**src/common/rct_pkg.sv**
```systemverilog
// reset cause tracker: shared constants, register map and address decode
// assumes a 50 MHz core clock and 32-bit AXI4-Lite addressing
// Functional notes
// - track four reset sources in cause register
// - bit 3 set on external pin reset
// - writing 1 to bit 2 starts software reset
// - bit 1 set on watchdog timeout reset
// - bit 0 set on power-on reset
// - bits 7 to 4 always read zero
// - clear register write-only, ones clear cause bits
// - clear write keeping bit 2 reruns software reset
// - resets restore all but cause; POR resets watchdog
// - RAM valid except after serial download
// - after POR, RAM needs flag enabled and set
// - any reset maps program memory to zero
// - after reset run kernel, then vector zero
package rct_pkg;
    localparam int unsigned CLK_PERIOD_NS = 20;
    localparam int unsigned RST_HOLD_NS = 200;
    // least time, so round up
    localparam int unsigned RST_HOLD_CYC = (RST_HOLD_NS + CLK_PERIOD_NS - 1) / CLK_PERIOD_NS;
    localparam int unsigned CAUSE_W = 4;
    localparam int unsigned BIT_POR = 0;
    localparam int unsigned BIT_WDT = 1;
    localparam int unsigned BIT_SW = 2;
    localparam int unsigned BIT_EXT = 3;
    localparam logic [3:0] CAUSE_POR_VAL = 4'h1;
    localparam logic [3:0] IRQ_RST_VAL = 4'h0;
    localparam int unsigned LOW_VOLT_EN_BIT = 2;
    localparam int unsigned LOW_VOLT_FLAG_BIT = 3;
    localparam logic [31:0] BOOT_VECTOR = 32'h0000_0000;
    localparam logic [31:0] ADDR_CAUSE = 32'hFFFF_0230;
    localparam logic [31:0] ADDR_CLEAR = 32'hFFFF_0234;
    localparam logic [31:0] ADDR_IRQ_STAT = 32'hFFFF_0238;
    localparam logic [31:0] ADDR_IRQ_CLR = 32'hFFFF_023C;
    localparam logic [31:0] ADDR_IRQ_EN = 32'hFFFF_0240;
    localparam logic [1:0] RESP_OKAY = 2'h0;
    localparam logic [1:0] RESP_SLVERR = 2'h2;
    typedef logic [1:0] rct_kind_t;
    typedef enum logic [2:0] {
        REG_NONE, REG_CAUSE, REG_CLEAR, REG_IRQ_STAT, REG_IRQ_CLR, REG_IRQ_EN
    } rct_reg_e;
    // word-aligned decode shared by the read and the write path
    function automatic rct_reg_e rct_decode(input logic [31:0] a);
        rct_reg_e r;
        r = REG_NONE;
        case ({a[31:2], 2'b00})
            ADDR_CAUSE: r = REG_CAUSE;
            ADDR_CLEAR: r = REG_CLEAR;
            ADDR_IRQ_STAT: r = REG_IRQ_STAT;
            ADDR_IRQ_CLR: r = REG_IRQ_CLR;
            ADDR_IRQ_EN: r = REG_IRQ_EN;
            default: r = REG_NONE;
        endcase
        return r;
    endfunction
endpackage

```
**src/common/rct_seq_if.sv**
```systemverilog
// reset cause tracker: link between cause logic and the reset sequencer
// assumes both ends run on core_clk_i
interface rct_seq_if;
    import rct_pkg::*;
    logic req;
    rct_kind_t kind;
    logic active;
    logic done;
    rct_kind_t done_kind;
    modport ctrl (output req, output kind, input active, input done, input done_kind);
    modport seq (input req, input kind, output active, output done, output done_kind);
endinterface

```
**src/rct_reset_seq.sv**
```systemverilog
// reset cause tracker: stretches a reset request into a system reset pulse
// assumes requests are one-cycle or level, on core_clk_i
module rct_reset_seq
    import rct_pkg::*;
#(
    parameter int unsigned HOLD_CYCLES = RST_HOLD_CYC
) (
    input wire logic core_clk_i,
    input wire logic rst_n_i,
    rct_seq_if.seq seq
);
    localparam int unsigned CNT_W = $clog2(HOLD_CYCLES + 1);
    typedef enum logic {SEQ_HOLD, SEQ_IDLE} rct_seq_e;
    rct_seq_e state_reg;
    logic [CNT_W-1:0] cnt_reg;
    rct_kind_t kind_reg;
    logic done_reg;
    logic last;

    assign last = (cnt_reg == CNT_W'(HOLD_CYCLES - 1));

    // power-on starts in hold; a new request restarts the count, so a held pin stretches it
    always_ff @(posedge core_clk_i) begin
        if (!rst_n_i) begin
            state_reg <= SEQ_HOLD;
            cnt_reg <= '0;
            kind_reg <= rct_kind_t'(BIT_POR);
        end else if (seq.req) begin
            state_reg <= SEQ_HOLD;
            cnt_reg <= '0;
            kind_reg <= seq.kind;
        end else begin
            unique case (state_reg)
                SEQ_HOLD: begin
                    cnt_reg <= cnt_reg + CNT_W'(1);
                    if (last) begin
                        state_reg <= SEQ_IDLE;
                    end
                end
                SEQ_IDLE: cnt_reg <= '0;
            endcase
        end
    end

    // one-cycle completion pulse carries the kind that ended
    always_ff @(posedge core_clk_i) begin
        if (!rst_n_i) begin
            done_reg <= 1'b0;
        end else begin
            done_reg <= (state_reg == SEQ_HOLD) && last && !seq.req;
        end
    end

    assign seq.active = (state_reg == SEQ_HOLD);
    assign seq.done = done_reg;
    assign seq.done_kind = kind_reg;
endmodule // rct_reset_seq

```
**src/rct_tracker.sv**
```systemverilog
// reset cause tracker: cause register, AXI4-Lite slave, reset outputs
// assumes watchdog, download and high-voltage inputs are on core_clk_i;
// the reset pin is asynchronous; rst_n_i is the power-on reset
module rct_tracker
    import rct_pkg::*;
#(
    parameter int unsigned HOLD_CYCLES = RST_HOLD_CYC
) (
    input wire logic core_clk_i,
    input wire logic rst_n_i,
    input wire logic [31:0] s_axi_awaddr_i,
    input wire logic s_axi_awvalid_i,
    output logic s_axi_awready_o,
    input wire logic [31:0] s_axi_wdata_i,
    input wire logic [3:0] s_axi_wstrb_i,
    input wire logic s_axi_wvalid_i,
    output logic s_axi_wready_o,
    output logic [1:0] s_axi_bresp_o,
    output logic s_axi_bvalid_o,
    input wire logic s_axi_bready_i,
    input wire logic [31:0] s_axi_araddr_i,
    input wire logic s_axi_arvalid_i,
    output logic s_axi_arready_o,
    output logic [31:0] s_axi_rdata_o,
    output logic [1:0] s_axi_rresp_o,
    output logic s_axi_rvalid_o,
    input wire logic s_axi_rready_i,
    input wire logic ext_reset_n_i,
    input wire logic watchdog_timeout_i,
    input wire logic serial_download_i,
    input wire logic [7:0] high_voltage_config_zero_i,
    input wire logic [7:0] high_voltage_monitor_status_i,
    output logic sys_reset_o,
    output logic watchdog_reset_o,
    output logic remap_clear_o,
    output logic boot_start_o,
    output logic [31:0] boot_vector_o,
    output logic ram_valid_o,
    output logic irq_o
);
    rct_seq_if seq_if ();

    rct_reset_seq #(
        .HOLD_CYCLES(HOLD_CYCLES)
    ) u_seq (
        .core_clk_i(core_clk_i),
        .rst_n_i(rst_n_i),
        .seq(seq_if.seq)
    );

    // reset pin synchroniser; level only moves when stages two and three agree
    logic ext_s1_reg;
    logic ext_s2_reg;
    logic ext_s3_reg;
    logic ext_lvl_reg;
    always_ff @(posedge core_clk_i) begin
        if (!rst_n_i) begin
            ext_s1_reg <= 1'b1;
            ext_s2_reg <= 1'b1;
            ext_s3_reg <= 1'b1;
            ext_lvl_reg <= 1'b1;
        end else begin
            ext_s1_reg <= ext_reset_n_i;
            ext_s2_reg <= ext_s1_reg;
            ext_s3_reg <= ext_s2_reg;
            if (ext_s2_reg == ext_s3_reg) begin
                ext_lvl_reg <= ext_s3_reg;
            end
        end
    end

    // write channel holding registers; address and data may arrive in either order
    logic aw_held_reg;
    logic w_held_reg;
    logic bvalid_reg;
    logic [1:0] bresp_reg;
    logic [31:0] awaddr_reg;
    logic [31:0] wdata_reg;
    logic [3:0] wstrb_reg;
    logic do_wr;
    rct_reg_e wr_sel;

    assign s_axi_awready_o = !aw_held_reg;
    assign s_axi_wready_o = !w_held_reg;
    assign do_wr = aw_held_reg && w_held_reg && !bvalid_reg;
    assign wr_sel = rct_decode(awaddr_reg);

    always_ff @(posedge core_clk_i) begin
        if (!rst_n_i) begin
            aw_held_reg <= 1'b0;
            awaddr_reg <= 32'h0000_0000;
        end else if (s_axi_awvalid_i && !aw_held_reg) begin
            aw_held_reg <= 1'b1;
            awaddr_reg <= s_axi_awaddr_i;
        end else if (do_wr) begin
            aw_held_reg <= 1'b0;
        end
    end

    always_ff @(posedge core_clk_i) begin
        if (!rst_n_i) begin
            w_held_reg <= 1'b0;
            wdata_reg <= 32'h0000_0000;
            wstrb_reg <= 4'h0;
        end else if (s_axi_wvalid_i && !w_held_reg) begin
            w_held_reg <= 1'b1;
            wdata_reg <= s_axi_wdata_i;
            wstrb_reg <= s_axi_wstrb_i;
        end else if (do_wr) begin
            w_held_reg <= 1'b0;
        end
    end

    // response follows the performed write; unmapped addresses get slverr
    always_ff @(posedge core_clk_i) begin
        if (!rst_n_i) begin
            bvalid_reg <= 1'b0;
            bresp_reg <= RESP_OKAY;
        end else if (do_wr) begin
            bvalid_reg <= 1'b1;
            bresp_reg <= (wr_sel == REG_NONE) ? RESP_SLVERR : RESP_OKAY;
        end else if (s_axi_bready_i) begin
            bvalid_reg <= 1'b0;
        end
    end
    assign s_axi_bvalid_o = bvalid_reg;
    assign s_axi_bresp_o = bresp_reg;

    // register writes only touch byte lane 0, where the 8-bit registers live
    logic [CAUSE_W-1:0] wb;
    logic cause_wr;
    logic clr_wr;
    logic irq_clr_wr;
    logic irq_en_wr;
    assign wb = wdata_reg[CAUSE_W-1:0];
    assign cause_wr = do_wr && wstrb_reg[0] && (wr_sel == REG_CAUSE);
    assign clr_wr = do_wr && wstrb_reg[0] && (wr_sel == REG_CLEAR);
    assign irq_clr_wr = do_wr && wstrb_reg[0] && (wr_sel == REG_IRQ_CLR);
    assign irq_en_wr = do_wr && wstrb_reg[0] && (wr_sel == REG_IRQ_EN);

    // reset requests from the pin and from software
    logic [CAUSE_W-1:0] cause_reg;
    logic [CAUSE_W-1:0] cause_next;
    logic ext_req;
    logic sw_req;
    assign ext_req = !ext_lvl_reg;
    assign sw_req = (cause_wr && wb[BIT_SW]) ||
                    (clr_wr && cause_reg[BIT_SW] && !wb[BIT_SW]);

    // set beats clear; only bit 2 is writable, the rest move by hardware
    always_comb begin
        cause_next = cause_reg & ~(clr_wr ? wb : '0);
        cause_next[BIT_EXT] = cause_next[BIT_EXT] | ext_req;
        cause_next[BIT_SW] = cause_next[BIT_SW] | sw_req;
        cause_next[BIT_WDT] = cause_next[BIT_WDT] | watchdog_timeout_i;
    end

    // the cause register survives every reset but power-on, which sets bit 0
    always_ff @(posedge core_clk_i) begin
        if (!rst_n_i) begin
            cause_reg <= CAUSE_POR_VAL;
        end else begin
            cause_reg <= cause_next;
        end
    end

    // pin reset outranks watchdog, which outranks software
    always_comb begin
        seq_if.req = ext_req || watchdog_timeout_i || sw_req;
        if (ext_req) begin
            seq_if.kind = rct_kind_t'(BIT_EXT);
        end else if (watchdog_timeout_i) begin
            seq_if.kind = rct_kind_t'(BIT_WDT);
        end else begin
            seq_if.kind = rct_kind_t'(BIT_SW);
        end
    end

    // interrupt registers are ordinary registers, so every reset kind clears them
    logic [CAUSE_W-1:0] irq_stat_reg;
    logic [CAUSE_W-1:0] irq_en_reg;
    logic [CAUSE_W-1:0] irq_set;
    assign irq_set = seq_if.done ? (CAUSE_W'(1) << seq_if.done_kind) : '0;
    always_ff @(posedge core_clk_i) begin
        if (!rst_n_i || seq_if.active) begin
            irq_stat_reg <= IRQ_RST_VAL;
        end else begin
            irq_stat_reg <= (irq_stat_reg & ~(irq_clr_wr ? wb : '0)) | irq_set;
        end
    end
    always_ff @(posedge core_clk_i) begin
        if (!rst_n_i || seq_if.active) begin
            irq_en_reg <= IRQ_RST_VAL;
        end else if (irq_en_wr) begin
            irq_en_reg <= wb;
        end
    end
    assign irq_o = |(irq_stat_reg & irq_en_reg);

    // read channel; write-only registers read as zero
    logic rvalid_reg;
    logic [31:0] rdata_reg;
    logic [1:0] rresp_reg;
    rct_reg_e rd_sel;
    assign rd_sel = rct_decode(s_axi_araddr_i);
    assign s_axi_arready_o = !rvalid_reg;
    always_ff @(posedge core_clk_i) begin
        if (!rst_n_i) begin
            rvalid_reg <= 1'b0;
            rdata_reg <= 32'h0000_0000;
            rresp_reg <= RESP_OKAY;
        end else if (s_axi_arvalid_i && !rvalid_reg) begin
            rvalid_reg <= 1'b1;
            rresp_reg <= (rd_sel == REG_NONE) ? RESP_SLVERR : RESP_OKAY;
            unique case (rd_sel)
                REG_CAUSE: rdata_reg <= {28'h000_0000, cause_reg};
                REG_IRQ_STAT: rdata_reg <= {28'h000_0000, irq_stat_reg};
                REG_IRQ_EN: rdata_reg <= {28'h000_0000, irq_en_reg};
                default: rdata_reg <= 32'h0000_0000;
            endcase
        end else if (s_axi_rready_i) begin
            rvalid_reg <= 1'b0;
        end
    end
    assign s_axi_rvalid_o = rvalid_reg;
    assign s_axi_rdata_o = rdata_reg;
    assign s_axi_rresp_o = rresp_reg;

    // every reset kind holds the system and unmaps RAM; only power-on hits the watchdog
    assign sys_reset_o = seq_if.active;
    assign remap_clear_o = seq_if.active;
    assign watchdog_reset_o = seq_if.active && (seq_if.done_kind == rct_kind_t'(BIT_POR));

    // kernel start follows the end of reset; vector is fixed at zero
    always_ff @(posedge core_clk_i) begin
        if (!rst_n_i) begin
            boot_start_o <= 1'b0;
            boot_vector_o <= BOOT_VECTOR;
        end else begin
            boot_start_o <= seq_if.done;
            boot_vector_o <= BOOT_VECTOR;
        end
    end

    // a download marks RAM stale until the next reset has consumed the mark
    logic dl_pending_reg;
    logic flag_en;
    logic flag_ok;
    assign flag_en = high_voltage_config_zero_i[LOW_VOLT_EN_BIT];
    assign flag_ok = high_voltage_monitor_status_i[LOW_VOLT_FLAG_BIT];
    always_ff @(posedge core_clk_i) begin
        if (!rst_n_i) begin
            dl_pending_reg <= 1'b0;
        end else if (serial_download_i) begin
            dl_pending_reg <= 1'b1;
        end else if (seq_if.done) begin
            dl_pending_reg <= 1'b0;
        end
    end

    // without the low-voltage flag a power-on can't vouch for RAM
    always_ff @(posedge core_clk_i) begin
        if (!rst_n_i) begin
            ram_valid_o <= 1'b0;
        end else if (seq_if.done) begin
            if (seq_if.done_kind == rct_kind_t'(BIT_POR)) begin
                ram_valid_o <= flag_en && flag_ok;
            end else begin
                ram_valid_o <= !dl_pending_reg;
            end
        end
    end
endmodule // rct_tracker

```
**config.mk**
```make
export PLATFORM = sky130hd
export DESIGN_NAME = rct_tracker
export DESIGN_NICKNAME = d
export VERILOG_FILES = /design/src/common/rct_pkg.sv /design/src/common/rct_seq_if.sv /design/src/rct_reset_seq.sv /design/src/rct_tracker.sv
export SDC_FILE = /design/constraint.sdc
export NUM_CORES = 1
export LEC_CHECK = 0
export BUFFER_PORTS_ARGS = -buffer_cell sky130_fd_sc_hd__buf_2
export CAP_MARGIN = 10
export CORE_UTILIZATION = 48
export CTS_BUF_LIST = sky130_fd_sc_hd__clkbuf_16
export CTS_CLUSTER_SIZE = 25
export DETAILED_ROUTE_END_ITERATION = 8
export GPL_ROUTABILITY_DRIVEN = 0
export GPL_TIMING_DRIVEN = 0
export PLACE_DENSITY = 0.87
export SLEW_MARGIN = 5
export SYNTH_ARGS = -nofsm -noshare
export SYNTH_HDL_FRONTEND = slang
export SYNTH_HIERARCHICAL = 1
export SYNTH_SLANG_ARGS = --single-unit
```
**constraint.sdc**
```tcl
create_clock -name core_clk_i -period 5.4 [get_ports core_clk_i]
set_input_delay 1.62 -clock core_clk_i [delete_from_list [all_inputs] [get_ports core_clk_i]]
set_output_delay 1.62 -clock core_clk_i [all_outputs]
set_load 0.01 [all_outputs]
```
# Word-level counts from Yosys, hierarchy flattened
# Cells that the tools add are included.
# W data, S select, Z words.
# op_classes
addsub,1
eq_ne,19
shift,1
n_mux,23
n_bitwise,11
n_reduce_logical,40
# op_table
cell,n
$eq A30 B30 Y1 const B,10
$pmux W3 S5,2
$logic_and A1 B1 Y1,17
$and A4 B4 Y4,3
$mux W1,12
$mux W4,3
$pmux W4 S3,1
$reduce_bool A2 Y1,5
$eq A3 B3 Y1 const B,3
$logic_not A1 Y1,9
$mux W2,4
$not A4 Y4,2
$pmux W4 S2,1
$eq A3 B1 Y1 const B,2
$eq A3 B2 Y1 const B,2
$logic_not A3 Y1,2
$add A4 B1 Y4 const B,1
$eq A4 B4 Y1 const B,1
$logic_or A1 B1 Y1,4
$or A4 B4 Y4,1
$reduce_or A4 Y1,1
$shl A1 B2 Y4 const A,1
$or A1 B1 Y1,3
$logic_not A2 Y1,1
other kinds (3),4
# totals
register_bits,104
inputBits,126
out_inout_bits,79
word_cells,119

# Longest topological paths before layout
# logic_depth
depth_word,10
mapped_depth,7
ltp_nobuf,6

# Hierarchy
# The synthesis kept the hierarchy.
# modules_own_cells
module,instances,cells_each,area_each_um2,seq_area_each_um2
rct_tracker,1,393,3234.4,1281.2
rct_reset_seq,1,29,314.1,160.2

# Worst setup path before layout
# Ideal clock, no wire load.
# synth_path
path_kind,input-to-reg
start,input s_axi_araddr_i[3]
end,register rdata_reg[0] (netlist: s_axi_rdata_o[0])
setup_time_ps,74
arrival_ps,2814
required_time_ps,5326
slack_ps,2511
path_stages,5
n_path_buf,1
path_cell_list,clkbuf_1 > or4b_2 > a21oi_1 > nand4_1 > o21ai_0
# synth_via
elab_chain_cells,4
elab_cells_between_ends,10
cone_classes,8 x eq/ne; 2 x mux
# synth_rtl
item,line_no,text
"start, declared",rct_tracker.sv:21,"input wire logic [31:0] s_axi_araddr_i,"
$eq A30 B30 Y1,rct_pkg.sv:47,"case ({a[31:2], 2'b00})"
$pmux W3 S5 (*),rct_pkg.sv:47,
"$eq A3 B3 Y1, or another cell as far along",rct_tracker.sv:215,unique case (rd_sel)
$pmux W4 S3 (*),rct_tracker.sv:215,
"end signal, assigned",rct_tracker.sv:216,"REG_CAUSE: rdata_reg <= {28'h000_0000, cause_reg};"
"end signal, assigned",rct_tracker.sv:217,"REG_IRQ_STAT: rdata_reg <= {28'h000_0000, irq_stat_reg};"
"end signal, assigned",rct_tracker.sv:218,"REG_IRQ_EN: rdata_reg <= {28'h000_0000, irq_en_reg};"
"end, declared",rct_tracker.sv:202,logic [31:0] rdata_reg;
# Every way passes the cells marked *; elsewhere a longest branch is shown, timed or not.
# A chain may end at the register's enable or synchronous reset.

# Worst setup path after layout
# layout_path
start,register u_seq.kind_reg[0] (netlist: u_seq/seq.done_kind[0])
end,output watchdog_reset_o
# layout_via
elab_chain_cells,2
# layout_rtl
item,line_no,text
"start, declared",rct_reset_seq.sv:16,rct_kind_t kind_reg;
"start signal, assigned",rct_reset_seq.sv:27,kind_reg <= rct_kind_t'(BIT_POR);
"start signal, assigned",rct_reset_seq.sv:31,kind_reg <= seq.kind;
$logic_not A2 Y1,rct_tracker.sv:232,assign watchdog_reset_o = seq_if.active && (seq_if.done_kind == rct_kind_t'(BIT_POR));
$logic_and A1 B1 Y1,rct_tracker.sv:232,
"end, declared",rct_tracker.sv:34,"output logic watchdog_reset_o,"
# No other way between the ends.

==> run_summary.xml <==
<?xml version="1.0" encoding="UTF-8"?>
<metrics>
  <group name="status">
    <metric name="run_status" unit="">completed</metric>
  </group>
  <group name="worst_hold_path">
    <metric name="hold_path.class" unit="">reg2reg</metric>
  </group>
  <group name="cells_and_area">
    <metric name="final_net_count" unit="">714</metric>
    <metric name="growth_of_design_area_from_synthesis_to_finish" unit="%">31.8</metric>
    <metric name="drive_gt1_share" unit="%">29.9</metric>
    <metric name="instances_no_fill" unit="">687</metric>
    <metric name="number_of_flip_flops_under_the_largest_register_name" unit="">30</metric>
    <metric name="antenna-diode-count" unit="">0</metric>
    <metric name="final_core_utilization" unit="%">67.0</metric>
  </group>
  <group name="drt">
    <metric name="route.detailed.vias_per_inst" unit="">4.58</metric>
    <metric name="via_count" unit="">3144</metric>
    <metric name="wire_length_after_detailed_routing" unit="um">7700</metric>
    <metric name="drt_drc_violations_left" unit="">0</metric>
    <metric name="drt_iter0_markers" unit="">86</metric>
    <metric name="post_drt_wl_per_cell" unit="um">11.2</metric>
    <metric name="drt.antenna.violating_nets" unit="">0</metric>
    <metric name="drt-pass1-iter-count" unit="">4</metric>
  </group>
  <group name="synth">
    <metric name="synth-edff-count" unit="">0</metric>
    <metric name="syn_inst" unit="">422</metric>
    <metric name="synth_top_area_cell" unit="">dfxtp_1</metric>
    <metric name="seq_area_frac_synth" unit="%">40.6</metric>
    <metric name="leading_post_synthesis_cells_by_cell_area" unit="">dfxtp_1, buf_4, nand2_1, a21boi_0, mux2i_1</metric>
    <metric name="synth.distinct_cells" unit="">45</metric>
    <metric name="yosys_warnings" unit="">6</metric>
    <metric name="syn_area" unit="um2">3550</metric>
    <metric name="netlist.area_leader.share" unit="%">40.6</metric>
    <metric name="post_synth.cell_area_avg" unit="um2">8.41</metric>
    <metric name="synth.ff_latch_count" unit="">72</metric>
    <metric name="postSynth.asyncResetShare" unit="%">0</metric>
    <metric name="synth_flop_cell" unit="">dfxtp_1</metric>
  </group>
  <group name="timing">
    <metric name="slew_headroom" unit="%">56.6</metric>
    <metric name="finalCritPeriodShare" unit="%">53.1</metric>
    <metric name="slew_violations" unit="">0</metric>
    <metric name="setup-violations-final" unit="">0</metric>
    <metric name="final_tns_setup" unit="ns">0</metric>
    <metric name="achievable-frequency" unit="MHz">349</metric>
    <metric name="skew" unit="ns">0.00555</metric>
    <metric name="final-hold-violation-count" unit="">0</metric>
    <metric name="rsz0062_at_grt" unit="">no</metric>
    <metric name="fin_crit" unit="ns">2.87</metric>
    <metric name="worst_slew_pin_slew" unit="ns">0.642</metric>
    <metric name="timing.hold.ws" unit="ns">0.403</metric>
  </group>
  <group name="critical_path">
    <metric name="startpoint_type" unit="">flop</metric>
    <metric name="crit_arrival" unit="ns">1.25</metric>
    <metric name="worstSetupPathType" unit="">reg2out</metric>
    <metric name="path_max_fanout" unit="">6</metric>
    <metric name="worst_ep_required_time" unit="ns">3.78</metric>
    <metric name="timing.critical_path.to_type" unit="">output pin</metric>
  </group>
  <group name="grt">
    <metric name="grt_start_max_net_pins" unit="">14</metric>
    <metric name="global_route_wire_length_before_repair" unit="um">12200</metric>
    <metric name="grt_remaining_overflow" unit="">0</metric>
    <metric name="via_count_of_the_first_global_routing_pass" unit="">2839</metric>
    <metric name="grt_use_total" unit="%">20.5</metric>
    <metric name="number_of_antenna_violations_at_the_first_check_in_global_routing" unit="">0</metric>
  </group>
  <group name="clocking">
    <metric name="cts_num_sinks" unit="">72</metric>
    <metric name="clk_latency" unit="ns">0.33</metric>
    <metric name="cts_tree" unit="">done</metric>
    <metric name="cts-htree-levels" unit="">3</metric>
    <metric name="clock_buffers_created_by_tritoncts" unit="">9</metric>
    <metric name="clock-root-buffer" unit="">clkbuf_16</metric>
    <metric name="clkSlewWorstSetupHoldPaths" unit="ns">0.06</metric>
    <metric name="post_cts.repair.setup_buffers" unit="">0</metric>
    <metric name="hold_buffer_count_at_cts" unit="">0</metric>
    <metric name="ctsLongestPathBuffers" unit="">2</metric>
    <metric name="post_cts_resized" unit="">0</metric>
  </group>
  <group name="placement">
    <metric name="port_buffers" unit="">92</metric>
    <metric name="placed_cells_incl_taps" unit="">671</metric>
    <metric name="half_perimeter_wire_length_after_detailed_placement" unit="um">6190</metric>
  </group>
  <group name="pwr">
    <metric name="power.leakage" unit="nW">2.18</metric>
    <metric name="vdd_drop_max" unit="mV">0.219</metric>
    <metric name="power-per-cell-area" unit="nW/um2">289</metric>
  </group>
  <group name="run">
    <metric name="max_capacitance_violation_total" unit="">0</metric>
  </group>
  <group name="floorplanning">
    <metric name="pin_count" unit="">205</metric>
    <metric name="start_util" unit="%">50.8</metric>
    <metric name="dieArea" unit="um2">7740</metric>
    <metric name="floorplan.rows" unit="">30</metric>
    <metric name="chipWidth" unit="um">88.0</metric>
    <metric name="placeableCoreArea" unit="um2">6980</metric>
    <metric name="floorplan.die.height" unit="um">88.0</metric>
  </group>
</metrics>
## worst paths after layout
path | from | to | slack (ns) | cells after the start
max | u_seq/seq.done_kind[0]$_SDFFE_PN0P_ | watchdog_reset_o | 2.53 | 3
max reg2reg | awaddr_reg[9]$_SDFFE_PN0P_ | u_seq/cnt_reg[3]$_SDFF_PP0_ | 2.94 | 7
min | ext_s1_reg$_SDFF_PN1_ | ext_s2_reg$_SDFF_PN1_ | 0.40 | 1
min reg2reg | ext_s1_reg$_SDFF_PN1_ | ext_s2_reg$_SDFF_PN1_ | 0.40 | 1
## metrics by stage
step / setup WS, ns / instance area [um2] / power (mW)
finish: 2.53 / 4680 / 1.35
global route: 2.47 / 4680 / 1.41
CTS: 2.52 / 4680 / 1.36
detailed placement: 2.34 / 4360 / 0.741
global placement: 2.35 / 4360 / 0.736
floorplan: 2.51 / 3780 / 0.690
## cells in the mapped netlist (3+ instances only)
cell type  number
nand3_1         6
nor4b_1         3
nor2b_1        14
and3_1          3
nand2_1        85
o21ai_0        10
clkbuf_1       17
nand3b_1        5
mux2i_1        15
buf_4          63
a21boi_0       31
a31oi_1         3
a41oi_1         3
dfxtp_1        72
nor2_1         17
nor3_1          3
nor4_1          3
or4_1           4
nand4_1         6
a21oi_1        10
nand4b_1        3
nand2b_1       10
inv_1           9
## cells in the final DEF (no fill, tap or decap), drive strengths merged, types with 4 or more instances in the layout
cell type / synthesis / final
a21boi: 31 / 31
a21oi: 10 / 10
buf: 64 / 156
clkbuf: 17 / 26
clkinv: 0 / 4
conb: 1 / 62
dfxtp: 72 / 72
inv: 9 / 10
mux2i: 15 / 15
nand2: 85 / 85
nand2b: 10 / 10
nand3: 6 / 6
nand3b: 5 / 5
nand4: 6 / 6
nor2: 17 / 17
nor2b: 14 / 14
nor3: 4 / 4
o21ai: 10 / 10
or4: 4 / 4
## area by class of cell
class	instances	area [um2]
plain buffers	81	542
clock buffers	9	225
clock inverters	7	95.1
fillers	605	2300
inverters	9	33.8
multi-input cells	321	1760
flip-flops and latches	72	1440
well taps	96	120
repair buffers	92	460
## layer usage
| metal | wire length, um | vias up | global-route usage [%] |
|---|---|---|---|
| li1 | - | 1632 | - |
| met1 | 3240 | 1379 | 22.4 |
| met2 | 3830 | 118 | 37.6 |
| met3 | 470 | 15 | 3.39 |
| met4 | 166 | 0 | 10.9 |
| met5 | 0 | - | 0 |
## logic make-up (layout without fill, tap and decap cells)
logic type               Yosys count  count (layout)  share of synthesized area, %
adder cells (fa/ha/maj)            2               2                         0.705
AND/OR/NAND/NOR                  171             171                          24.0
other                              1              62                         0.106
XOR/XNOR                           1               1                         0.247
multiplexers                      16              16                          4.55
buffers and inverters             90             198                          16.2
AO/OA/AOI/OAI                     69              69                          13.6
flip-flops                        72              72                          40.6
## critical path, cell delays in order, from the launching register on
cell     delay (ns)
dfxtp_1        0.35
nor2_1         0.28
and2_1         0.17
buf_2          0.12
## where the power goes
part / switching, mW / internal [mW] / total [mW] / leakage (nW)
sequential: 0.0165 / 0.554 / 0.571 / 0.589
clock: 0.218 / 0.405 / 0.622 / 0.157
combinational: 0.0795 / 0.0816 / 0.161 / 1.44
total: 0.314 / 1.04 / 1.35 / 2.18
Note: power is estimated with default switching activity, not from simulation.
